## src/cpm_pkg.sv

```systemverilog
// Package with shared constants, types and register map of the charging port mode control block.
package cpm_pkg;

   // Clock and timing.
   localparam int CLK_PERIOD_NS      = 10;
   localparam int DCHG_LONG_NS       = 2000;
   localparam int DCHG_SHORT_NS      = 500;
   localparam int FB_WAIT_NS         = 5000;
   localparam int DCHG_LONG_CYC      = (DCHG_LONG_NS + CLK_PERIOD_NS - 1) / CLK_PERIOD_NS;
   localparam int DCHG_SHORT_CYC     = (DCHG_SHORT_NS + CLK_PERIOD_NS - 1) / CLK_PERIOD_NS;
   localparam int FB_WAIT_CYC        = (FB_WAIT_NS + CLK_PERIOD_NS - 1) / CLK_PERIOD_NS;
   localparam logic [7:0] DCHG_LONG_CNT  = 8'(DCHG_LONG_CYC);
   localparam logic [7:0] DCHG_SHORT_CNT = 8'(DCHG_SHORT_CYC);
   localparam logic [9:0] FB_WAIT_CNT    = 10'(FB_WAIT_CYC);

   // Register byte offsets.
   localparam logic [4:0] OFS_CTRL      = 5'h00;
   localparam logic [4:0] OFS_STATE     = 5'h04;
   localparam logic [4:0] OFS_IRQ_STAT  = 5'h08;
   localparam logic [4:0] OFS_IRQ_CLR   = 5'h0C;
   localparam logic [4:0] OFS_IRQ_EN    = 5'h10;

   // Field positions and reset values.
   localparam int CTRL_FB_EN_BIT      = 0;
   localparam logic CTRL_FB_EN_RST    = 1'b1;
   localparam int IRQ_W               = 3;
   localparam int IRQ_DCHG_BIT        = 0;
   localparam int IRQ_FB_BIT          = 1;
   localparam int IRQ_MODE_BIT        = 2;
   localparam logic [2:0] IRQ_EN_RST  = 3'h0;

   typedef enum logic [2:0] {
      MD_DISCHARGE,
      MD_AUTO_DCP,
      MD_SHORTED,
      MD_DIVIDER_ONE_SCHEME,
      MD_SDP_A,
      MD_SDP_B,
      MD_CDP
   } cpm_mode_t;

   typedef enum logic [1:0] {
      LIM_NONE,
      LIM_LOW,
      LIM_HIGH,
      LIM_WAKE
   } cpm_limit_t;

   typedef struct packed {
      logic mode_select_a;
      logic mode_select_b;
      logic mode_select_c;
      logic limit_pick;
   } cpm_pins_t;

   typedef struct packed {
      logic       power_switch_on;
      logic       discharge_on;
      logic       data_switch_on;
      cpm_limit_t current_limit_sel;
      logic       status_n;
   } cpm_port_out_t;

endpackage

```

## src/cpm_mode_ctrl.sv

```systemverilog
// Mode selection, discharge sequencing and data-only fallback of the charging port controller.
//
// Operation
// - Reset holds initial state and output discharge.
// - After reset, follow the mode pins.
// - Pins 100: forced shorted, limit by pick.
// - Pins 101: forced divider one, limit by pick.
// - Pins 001 pick high: wake/high auto limit.
// - Pins 001 pick high: power-wake load status.
// - Pins 011: auto high, non-wake load status with pick high.
// - All high: downstream charging, high, status.
// - 1111 and 1110 swap without discharge.
// - Discharge: switch off, then back on.
// - Long discharge from a data mode into auto, short otherwise.
// - Detect phone that made no data connection.
// - Then discharge and become data-only port.
// - Return to downstream charging without discharge.
// - Three limits (low, high, wake), chosen by pin decode and power-wake load.
// - Data switches open during discharge.
// - Data switches close only with enable high.
//
// Register access over Avalon-MM and the register offsets were left to the implementer.
module cpm_mode_ctrl
(
   // Clock and reset.
   input  wire logic                 clk,
   input  wire logic                 rst_n,
   // Control pins from the host system.
   input  wire cpm_pkg::cpm_pins_t   pins,
   input  wire logic                 enable,
   // Detection inputs from the analog front end.
   input  wire logic                 load_present_pw,
   input  wire logic                 load_present_npw,
   input  wire logic                 primary_detect,
   input  wire logic                 data_attach,
   // Port control outputs.
   output cpm_pkg::cpm_port_out_t    port_out,
   output cpm_pkg::cpm_mode_t        mode,
   output logic                      irq,
   // Avalon-MM slave.
   input  wire logic [4:0]           avs_address,
   input  wire logic                 avs_read,
   input  wire logic                 avs_write,
   input  wire logic [31:0]          avs_writedata,
   input  wire logic [3:0]           avs_byteenable,
   output logic [31:0]               avs_readdata,
   output logic                      avs_waitrequest
);
   import cpm_pkg::*;

   typedef enum logic [1:0] {ST_INIT, ST_RUN, ST_DCHG} cpm_state_t;

   logic            rst_meta_r;
   logic            rst_sync_n;
   cpm_state_t      state_r;
   cpm_mode_t       cur_mode_r;
   cpm_mode_t       tgt_mode_r;
   cpm_mode_t       prev_mode_r;
   cpm_mode_t       req_mode;
   cpm_mode_t       want_mode;
   logic            pw_sel;
   logic            npw_sel;
   logic            cur_data_mode;
   logic            need_dchg;
   logic            tmr_start;
   logic            tmr_long;
   logic            tmr_busy;
   logic            tmr_done;
   logic            fb_en_r;
   logic            fb_active_r;
   logic            fb_return_r;
   logic            pd_seen_r;
   logic [9:0]      fb_cnt_r;
   logic            fb_trig;
   cpm_port_out_t   out_nxt;
   logic [IRQ_W-1:0] irq_stat_r;
   logic [IRQ_W-1:0] irq_en_r;
   logic [IRQ_W-1:0] irq_ev;
   logic            rd_done_r;
   logic [31:0]     rd_nxt;
   logic            wr_clr;

   // Reset is released through two flip-flops.
   always_ff @(posedge clk or negedge rst_n)
   begin
      if (!rst_n)
      begin
         rst_meta_r <= 1'b0;
         rst_sync_n <= 1'b0;
      end
      else
      begin
         rst_meta_r <= 1'b1;
         rst_sync_n <= rst_meta_r;
      end
   end

   // Decode of the control pins into the requested mode.
   always_comb
   begin
      case ({pins.mode_select_a, pins.mode_select_b, pins.mode_select_c})
         3'h0:    req_mode = MD_DISCHARGE;
         3'h1:    req_mode = MD_AUTO_DCP;
         3'h3:    req_mode = MD_AUTO_DCP;
         3'h4:    req_mode = MD_SHORTED;
         3'h5:    req_mode = MD_DIVIDER_ONE_SCHEME;
         3'h7:    req_mode = pins.limit_pick ? MD_CDP : MD_SDP_B;
         default: req_mode = MD_SDP_A;
      endcase
      want_mode = (fb_active_r && req_mode == MD_CDP) ? MD_SDP_A : req_mode;
   end

   assign pw_sel  = pins == 4'h3;
   assign npw_sel = pins == 4'h7;
   assign cur_data_mode = (cur_mode_r == MD_SDP_A) || (cur_mode_r == MD_SDP_B) || (cur_mode_r == MD_CDP);

   // Leaving or entering the discharge mode needs no timed discharge.
   always_comb
   begin
      need_dchg = 1'b1;
      if (cur_mode_r == MD_DISCHARGE || want_mode == MD_DISCHARGE)
         need_dchg = 1'b0;
      else if ((cur_mode_r == MD_SDP_B && want_mode == MD_CDP) || (cur_mode_r == MD_CDP && want_mode == MD_SDP_B))
         need_dchg = 1'b0;
      else if (fb_return_r && cur_mode_r == MD_SDP_A && want_mode == MD_CDP)
         need_dchg = 1'b0;
   end

   assign tmr_start = (state_r == ST_RUN) && (want_mode != cur_mode_r) && need_dchg;
   assign tmr_long  = cur_data_mode && (want_mode == MD_AUTO_DCP);

   cpm_dchg_timer u_timer
   (
      .clk      (clk),
      .rst_n    (rst_sync_n),
      .start    (tmr_start),
      .long_sel (tmr_long),
      .busy     (tmr_busy),
      .done     (tmr_done)
   );

   // Main sequencer.
   always_ff @(posedge clk or negedge rst_sync_n)
   begin
      if (!rst_sync_n)
      begin
         state_r    <= ST_INIT;
         cur_mode_r <= MD_DISCHARGE;
         tgt_mode_r <= MD_DISCHARGE;
      end
      else
      begin
         case (state_r)
            ST_INIT:
               state_r <= ST_RUN;
            ST_RUN:
               if (tmr_start)
               begin
                  state_r    <= ST_DCHG;
                  tgt_mode_r <= want_mode;
               end
               else if (want_mode != cur_mode_r)
                  cur_mode_r <= want_mode;
            ST_DCHG:
               if (tmr_done)
               begin
                  state_r    <= ST_RUN;
                  cur_mode_r <= tgt_mode_r;
               end
            default:
               state_r <= ST_INIT;
         endcase
      end
   end

   // Watch for a phone that took the downstream port for charging only.
   always_ff @(posedge clk or negedge rst_sync_n)
   begin
      if (!rst_sync_n)
      begin
         pd_seen_r <= 1'b0;
         fb_cnt_r  <= 10'h000;
      end
      else if (state_r != ST_RUN || cur_mode_r != MD_CDP || !fb_en_r || data_attach)
      begin
         pd_seen_r <= 1'b0;
         fb_cnt_r  <= 10'h000;
      end
      else
      begin
         if (primary_detect)
            pd_seen_r <= 1'b1;
         if (pd_seen_r && fb_cnt_r != FB_WAIT_CNT)
            fb_cnt_r <= fb_cnt_r + 10'h001;
      end
   end

   assign fb_trig = pd_seen_r && (fb_cnt_r == FB_WAIT_CNT - 10'h001);

   always_ff @(posedge clk or negedge rst_sync_n)
   begin
      if (!rst_sync_n)
      begin
         fb_active_r <= 1'b0;
         fb_return_r <= 1'b0;
      end
      else
      begin
         if (fb_trig)
            fb_active_r <= 1'b1;
         else if (req_mode != MD_CDP)
            fb_active_r <= 1'b0;
         else if (fb_active_r && state_r == ST_RUN && cur_mode_r == MD_SDP_A && data_attach)
            fb_active_r <= 1'b0;
         if (fb_active_r && state_r == ST_RUN && cur_mode_r == MD_SDP_A && data_attach && req_mode == MD_CDP)
            fb_return_r <= 1'b1;
         else if (cur_mode_r == MD_CDP || req_mode != MD_CDP)
            fb_return_r <= 1'b0;
      end
   end

   // Port outputs follow the settled mode.
   always_comb
   begin
      out_nxt = '0;
      out_nxt.power_switch_on = (state_r == ST_RUN) && (cur_mode_r != MD_DISCHARGE);
      out_nxt.discharge_on    = !out_nxt.power_switch_on;
      out_nxt.data_switch_on  = out_nxt.power_switch_on && enable && cur_data_mode;
      out_nxt.status_n        = 1'b1;
      out_nxt.current_limit_sel = LIM_NONE;
      case (cur_mode_r)
         MD_AUTO_DCP:
         begin
            if (pw_sel)
            begin
               out_nxt.current_limit_sel = load_present_pw ? LIM_HIGH : LIM_WAKE;
               out_nxt.status_n          = !load_present_pw;
            end
            else
            begin
               out_nxt.current_limit_sel = LIM_HIGH;
               out_nxt.status_n          = !(npw_sel && load_present_npw);
            end
         end
         MD_SHORTED, MD_DIVIDER_ONE_SCHEME, MD_SDP_A:
            out_nxt.current_limit_sel = pins.limit_pick ? LIM_HIGH : LIM_LOW;
         MD_SDP_B:
            out_nxt.current_limit_sel = LIM_LOW;
         MD_CDP:
         begin
            out_nxt.current_limit_sel = LIM_HIGH;
            out_nxt.status_n          = !(load_present_npw || primary_detect);
         end
         default:
            out_nxt.current_limit_sel = LIM_NONE;
      endcase
      if (!out_nxt.power_switch_on)
      begin
         out_nxt.current_limit_sel = LIM_NONE;
         out_nxt.status_n          = 1'b1;
      end
   end

   always_ff @(posedge clk or negedge rst_sync_n)
   begin
      if (!rst_sync_n)
      begin
         port_out    <= '{power_switch_on: 1'b0, discharge_on: 1'b1, data_switch_on: 1'b0,
                          current_limit_sel: LIM_NONE, status_n: 1'b1};
         mode        <= MD_DISCHARGE;
         prev_mode_r <= MD_DISCHARGE;
      end
      else
      begin
         port_out    <= out_nxt;
         mode        <= cur_mode_r;
         prev_mode_r <= cur_mode_r;
      end
   end

   // Sticky event bits; a new event wins over a clear in the same cycle.
   assign irq_ev[IRQ_DCHG_BIT] = tmr_done;
   assign irq_ev[IRQ_FB_BIT]   = fb_trig;
   assign irq_ev[IRQ_MODE_BIT] = cur_mode_r != prev_mode_r;
   assign wr_clr = avs_write && avs_byteenable[0] && avs_address == OFS_IRQ_CLR;

   always_ff @(posedge clk or negedge rst_sync_n)
   begin
      if (!rst_sync_n)
         irq_stat_r <= '0;
      else
         irq_stat_r <= (irq_stat_r & ~(wr_clr ? avs_writedata[IRQ_W-1:0] : '0)) | irq_ev;
   end

   assign irq = |(irq_stat_r & irq_en_r);

   // Register writes complete in the cycle they are presented.
   always_ff @(posedge clk or negedge rst_sync_n)
   begin
      if (!rst_sync_n)
      begin
         fb_en_r  <= CTRL_FB_EN_RST;
         irq_en_r <= IRQ_EN_RST;
      end
      else if (avs_write && avs_byteenable[0])
      begin
         if (avs_address == OFS_CTRL)
            fb_en_r <= avs_writedata[CTRL_FB_EN_BIT];
         if (avs_address == OFS_IRQ_EN)
            irq_en_r <= avs_writedata[IRQ_W-1:0];
      end
   end

   always_comb
   begin
      case (avs_address)
         OFS_CTRL:     rd_nxt = {31'h0, fb_en_r};
         OFS_STATE:    rd_nxt = {18'h0, fb_active_r, state_r, port_out, 1'b0, cur_mode_r};
         OFS_IRQ_STAT: rd_nxt = {29'h0, irq_stat_r};
         OFS_IRQ_EN:   rd_nxt = {29'h0, irq_en_r};
         default:      rd_nxt = 32'h0;
      endcase
   end

   // Reads take one wait cycle so that read data come from a register.
   always_ff @(posedge clk or negedge rst_sync_n)
   begin
      if (!rst_sync_n)
      begin
         rd_done_r    <= 1'b0;
         avs_readdata <= 32'h0;
      end
      else
      begin
         rd_done_r <= avs_read && !rd_done_r;
         if (avs_read && !rd_done_r)
            avs_readdata <= rd_nxt;
      end
   end

   assign avs_waitrequest = avs_read && !rd_done_r;

   localparam int A_LONG  = DCHG_LONG_CYC;
   localparam int A_SHORT = DCHG_SHORT_CYC;

   init_hold_a: assert property (@(posedge clk) state_r == ST_INIT |=> port_out.discharge_on && !port_out.power_switch_on)
      else $error("output not discharging in initial state");
   init_leave_a: assert property (@(posedge clk) disable iff (!rst_sync_n) state_r == ST_INIT |=> state_r == ST_RUN)
      else $error("initial state not left after reset");
   zero_pins_a: assert property (@(posedge clk) disable iff (!rst_sync_n) state_r == ST_RUN && req_mode == MD_DISCHARGE |=> cur_mode_r == MD_DISCHARGE ##1 (port_out.discharge_on && port_out.status_n))
      else $error("pins 000 did not discharge output");
   forced_limit_a: assert property (@(posedge clk) disable iff (!rst_sync_n) state_r == ST_RUN && (cur_mode_r == MD_SHORTED || cur_mode_r == MD_DIVIDER_ONE_SCHEME) |=> port_out.status_n && port_out.current_limit_sel == ($past(pins.limit_pick) ? LIM_HIGH : LIM_LOW))
      else $error("forced scheme limit or status wrong");
   wake_limit_a: assert property (@(posedge clk) disable iff (!rst_sync_n) state_r == ST_RUN && cur_mode_r == MD_AUTO_DCP && pw_sel && !load_present_pw |=> port_out.current_limit_sel == LIM_WAKE && port_out.status_n)
      else $error("wake limit not applied without load");
   pw_status_a: assert property (@(posedge clk) disable iff (!rst_sync_n) state_r == ST_RUN && cur_mode_r == MD_AUTO_DCP && pw_sel && load_present_pw |=> !port_out.status_n && port_out.current_limit_sel == LIM_HIGH)
      else $error("power wake load status missing");
   cdp_status_a: assert property (@(posedge clk) disable iff (!rst_sync_n) state_r == ST_RUN && cur_mode_r == MD_CDP && (load_present_npw || primary_detect) |=> !port_out.status_n && port_out.current_limit_sel == LIM_HIGH)
      else $error("downstream status not asserted");
   swap_no_dchg_a: assert property (@(posedge clk) disable iff (!rst_sync_n) state_r == ST_RUN && cur_mode_r == MD_SDP_B && want_mode == MD_CDP |=> state_r == ST_RUN && cur_mode_r == MD_CDP)
      else $error("swap between 1110 and 1111 discharged");
   long_dchg_a: assert property (@(posedge clk) disable iff (!rst_sync_n) tmr_start && tmr_long |-> ##A_LONG state_r == ST_DCHG ##1 state_r == ST_RUN)
      else $error("long discharge length wrong");
   short_dchg_a: assert property (@(posedge clk) disable iff (!rst_sync_n) tmr_start && !tmr_long |-> ##A_SHORT state_r == ST_DCHG ##1 state_r == ST_RUN)
      else $error("short discharge length wrong");
   dchg_open_a: assert property (@(posedge clk) disable iff (!rst_sync_n) state_r == ST_DCHG |=> !port_out.power_switch_on && !port_out.data_switch_on)
      else $error("switch closed during discharge");
   fb_start_a: assert property (@(posedge clk) disable iff (!rst_sync_n) fb_trig && req_mode == MD_CDP |-> ##[1:2] (state_r == ST_DCHG && tgt_mode_r == MD_SDP_A))
      else $error("fallback discharge not started");
   fb_return_a: assert property (@(posedge clk) disable iff (!rst_sync_n) fb_active_r && state_r == ST_RUN && cur_mode_r == MD_SDP_A && data_attach && req_mode == MD_CDP |-> ##1 (state_r == ST_RUN)[*2] ##0 cur_mode_r == MD_CDP)
      else $error("fallback return not direct");
   data_enable_a: assert property (@(posedge clk) disable iff (!rst_sync_n) port_out.data_switch_on |-> $past(enable) && $past(cur_data_mode))
      else $error("data switch closed without enable");

   long_dchg_c: cover property (@(posedge clk) disable iff (!rst_sync_n) tmr_start && tmr_long);
   fb_cycle_c: cover property (@(posedge clk) disable iff (!rst_sync_n) fb_return_r && cur_mode_r == MD_CDP);
   swap_c: cover property (@(posedge clk) disable iff (!rst_sync_n) cur_mode_r == MD_SDP_B ##1 cur_mode_r == MD_CDP);
   irq_c: cover property (@(posedge clk) disable iff (!rst_sync_n) irq);

endmodule

```

## src/cpm_dchg_timer.sv

```systemverilog
// Discharge duration timer with long and short lengths.
module cpm_dchg_timer
(
   // Clock and reset.
   input  wire logic clk,
   input  wire logic rst_n,
   // Control.
   input  wire logic start,
   input  wire logic long_sel,
   // Status.
   output logic      busy,
   output logic      done
);
   import cpm_pkg::*;

   logic [7:0] cnt_r;

   always_ff @(posedge clk or negedge rst_n)
   begin
      if (!rst_n)
         cnt_r <= 8'h00;
      else if (start)
         cnt_r <= long_sel ? DCHG_LONG_CNT : DCHG_SHORT_CNT;
      else if (cnt_r != 8'h00)
         cnt_r <= cnt_r - 8'h01;
   end

   assign busy = (cnt_r != 8'h00);
   assign done = (cnt_r == 8'h01);

endmodule

```

## config.mk

```make
export PLATFORM = sky130hd
export DESIGN_NAME = cpm_mode_ctrl
export DESIGN_NICKNAME = d
export VERILOG_FILES = /design/src/cpm_pkg.sv /design/src/cpm_mode_ctrl.sv /design/src/cpm_dchg_timer.sv
export SDC_FILE = /design/constraint.sdc
export NUM_CORES = 1
export LEC_CHECK = 0
export BUFFER_PORTS_ARGS = -buffer_cell sky130_fd_sc_hd__buf_2
export CAP_MARGIN = 10
export CORE_MARGIN = 4
export CORE_UTILIZATION = 35
export CTS_BUF_LIST = sky130_fd_sc_hd__clkbuf_4 sky130_fd_sc_hd__clkbuf_8
export CTS_CLUSTER_DIAMETER = 40
export DETAILED_ROUTE_END_ITERATION = 6
export GPL_ROUTABILITY_DRIVEN = 0
export PLACE_DENSITY = 0.67
export SYNTH_ARGS = -nofsm -noshare
export SYNTH_HDL_FRONTEND = slang
export SYNTH_SLANG_ARGS = --single-unit
export TNS_END_PERCENT = 100
```

## constraint.sdc

```tcl
create_clock -name clk -period 4 [get_ports clk]
set_input_delay 0.6 -clock clk [delete_from_list [all_inputs] [get_ports clk]]
set_output_delay 0.6 -clock clk [all_outputs]
set_load 0.05 [all_outputs]
```

==> results.ini <==
[sta]
max_freq_ghz=0.366
tightestPinTransition_ns=0.941
fin_worst_skew_ns=0.00969
relSlewSlack_pct=36.8
hold_viol_final=0
period_share_pct=68.3
setup_viol=0
totalNegativeSetupSlack_ns=0
drv_slew=0
rsz0062_at_grt=false
fin_crit_ns=2.73

[final_layout]
area_delta_synth_final_pct=12.3
utilization_pct=40.3
nets=427
fin_cells=486
drive_above_1_share_pct=23.3
final_common_cell=dfrtp_1
mostFrequentLayoutCells=dfrtp_1, buf_2, nor2_1

[worst_setup_path]
crit_type=reg2reg
cp_num_buf_inv=0
arrival_ns=2.96
cp_max_fo=19
critPathRequiredTime_ns=4.22
crit_slowest_cell=nor4_4
path_delay_family=simple AND/OR/NAND/NOR gates
end_kind=flip-flop
startpoint_type=flip-flop
critPathMaxStageDelay_ns=0.84
crit_path_cell_trace=and4b_1 > o211ai_1 > a211oi_4 > nor4_4 > mux2_2

[logic_synthesis]
synth_edf_count=0
ys_async_sr_fraction_pct=100
synth.cell_area_um2=3300
ys_seq_area_share_pct=45.6
syn_inst=331
synth_cell_type_count=64
synth-seq-cells=60
synthTopCellsByArea=dfrtp_1, buf_4, nor2_1
syn_area_per_cell_um2=9.97
yosysTopAreaCell=dfrtp_1
synthFlopType=dfrtp_1
netlist.area_leader.share_pct=43.2
yosys_warnings=0

[clock_tree]
cts_sinks=60
clk_pin_slew_worst_paths_ns=0.07
numCtsBuffers=9
cts_hold_buffers=0
clockBufferDepth=2
root_buffer=clkbuf_8
cts_resized=0
cts_max_level=3
clock_latency_ns=0.34
postCtsSetupBuffers=0
tritoncts=built

[route]
firstDrtPassIters=5
viasPerCell=5.21
vias=2532
wire_per_inst_um=14.1
drtAntennaViolNets=0
drc_errors=0
drt_iter0_markers=138
routed_wirelength_um=6860

[die]
fp-row-count=35
die_y_um=105
initial_core_util_pct=35.9
pin_count=97
dieArea_um2=11000
core-area_um2=9200
die_w_um=105

[placed_design]
portBuffers=44
dp_hpwl_um=4940
dpl.cell_count=469

[global_routing]
overflow=0
grt_pass1_vias=2439
antenna_found_initial=2
track_usage_pct=13.1
grt_max_degree=59
grt_pass1_wl_um=11600

[status]
status=complete, no violations

[run]
drv_cap=0

[pwr]
peakVddDrop_uv=188
pwr_density_cell_nw_per_um2=625
power.leakage_nw=1.67

[worst_hold_path]
hold_class=in2async

layout make-up:
cell class | count | area, um^2
Fill cell | 913 | 5490
Multi-Input combinational cell | 240 | 1580
Sequential cell | 60 | 1510
Timing Repair Buffer | 45 | 228
Tap cell | 111 | 139
Clock buffer | 9 | 124
Clock inverter | 7 | 77.6
Inverter | 13 | 48.8
Antenna cell | 1 | 2.50
state kept, by name, summed over array words and instances (netlist names), 2 cells and up:
register	flops
avs_readdata	12
cur_mode_r	3
fb_cnt_r	10
irq_en_r	3
irq_stat_r	3
port_out	6
prev_mode_r	3
state_r	2
tgt_mode_r	3
u_timer.cnt_r	8
through the flow:
stage / setup WS [ns] / hold slack, ns / instance area (um^2) / power (W)
floorplan: 1.67 / 0.304 / 3370 / 0.00164
global placement: 1.15 / 0.339 / 3500 / 0.00176
detailed placement: 1.14 / 0.338 / 3500 / 0.00178
CTS: 1.27 / 0.0203 / 3700 / 0.00233
global route: 1.10 / 0.0112 / 3710 / 0.00248
finish: 1.27 / 0.0372 / 3710 / 0.00232
path summary, 6_finish.rpt:
| kind | start | end | slack (ns) | depth (start not counted) |
|---|---|---|---|---|
| worst max-delay path | cur_mode_r[2] | u_timer.cnt_r[7] | 1.27 | 5 |
| worst min-delay path | rst_n | rst_meta_r | 0.04 | 1 |
| worst max register to register | cur_mode_r[2] | u_timer.cnt_r[7] | 1.27 | 5 |
| worst min register to register | rst_meta_r | rst_sync_n | 0.35 | 0 |
| max in group asynchronous | rst_sync_n | cur_mode_r[0] | 3.10 | 1 |
| min in group clk | rst_meta_r | rst_sync_n | 0.35 | 0 |
synthesized netlist by cell type (all sizes together), types with 5 or more instances:
master	count
nor4	6
a21oi	13
o21ai	10
nand4	6
buf	27
a22o	9
nor3	8
mux2i	5
inv	13
clkbuf	10
or3	5
nand3	7
nand2b	5
xor2	10
dfrtp	57
nor2	31
mux2	11
nand2	24
a211oi	6
cells by family (layout without fill, tap and decap cells):
family,count (synthesis),after routing,share of synthesized area [%]
AOI/OAI and AO/OA,69,69,15.5
other,2,22,0.228
xor gates and xnor gates,13,13,3.45
adders and majority gates,5,5,1.82
DFF,60,60,45.6
buffers and inverters,50,74,8.68
muxes,16,16,5.50
and+or+nand+nor,116,116,19.3
routing by layer:
| metal | GRT usage [%] | vias to the layer above | routed length [um] |
|---|---|---|---|
| met1 | 16.2 | 1209 | 3140 |
| met3 | 4.39 | 12 | 472 |
| met4 | 6.47 | 2 | 146 |
| met5 | 0 | - | 7 |
| li1 | - | 1225 | - |
| met2 | 20.3 | 84 | 3100 |
where the power goes:
part           internal [W]  switching (W)  total, W
logic              0.000314       0.000529  0.000843
clock network      0.000289       0.000256  0.000545
registers          0.000742       0.000185  0.000928
Power figures use the tool's default switching activity.
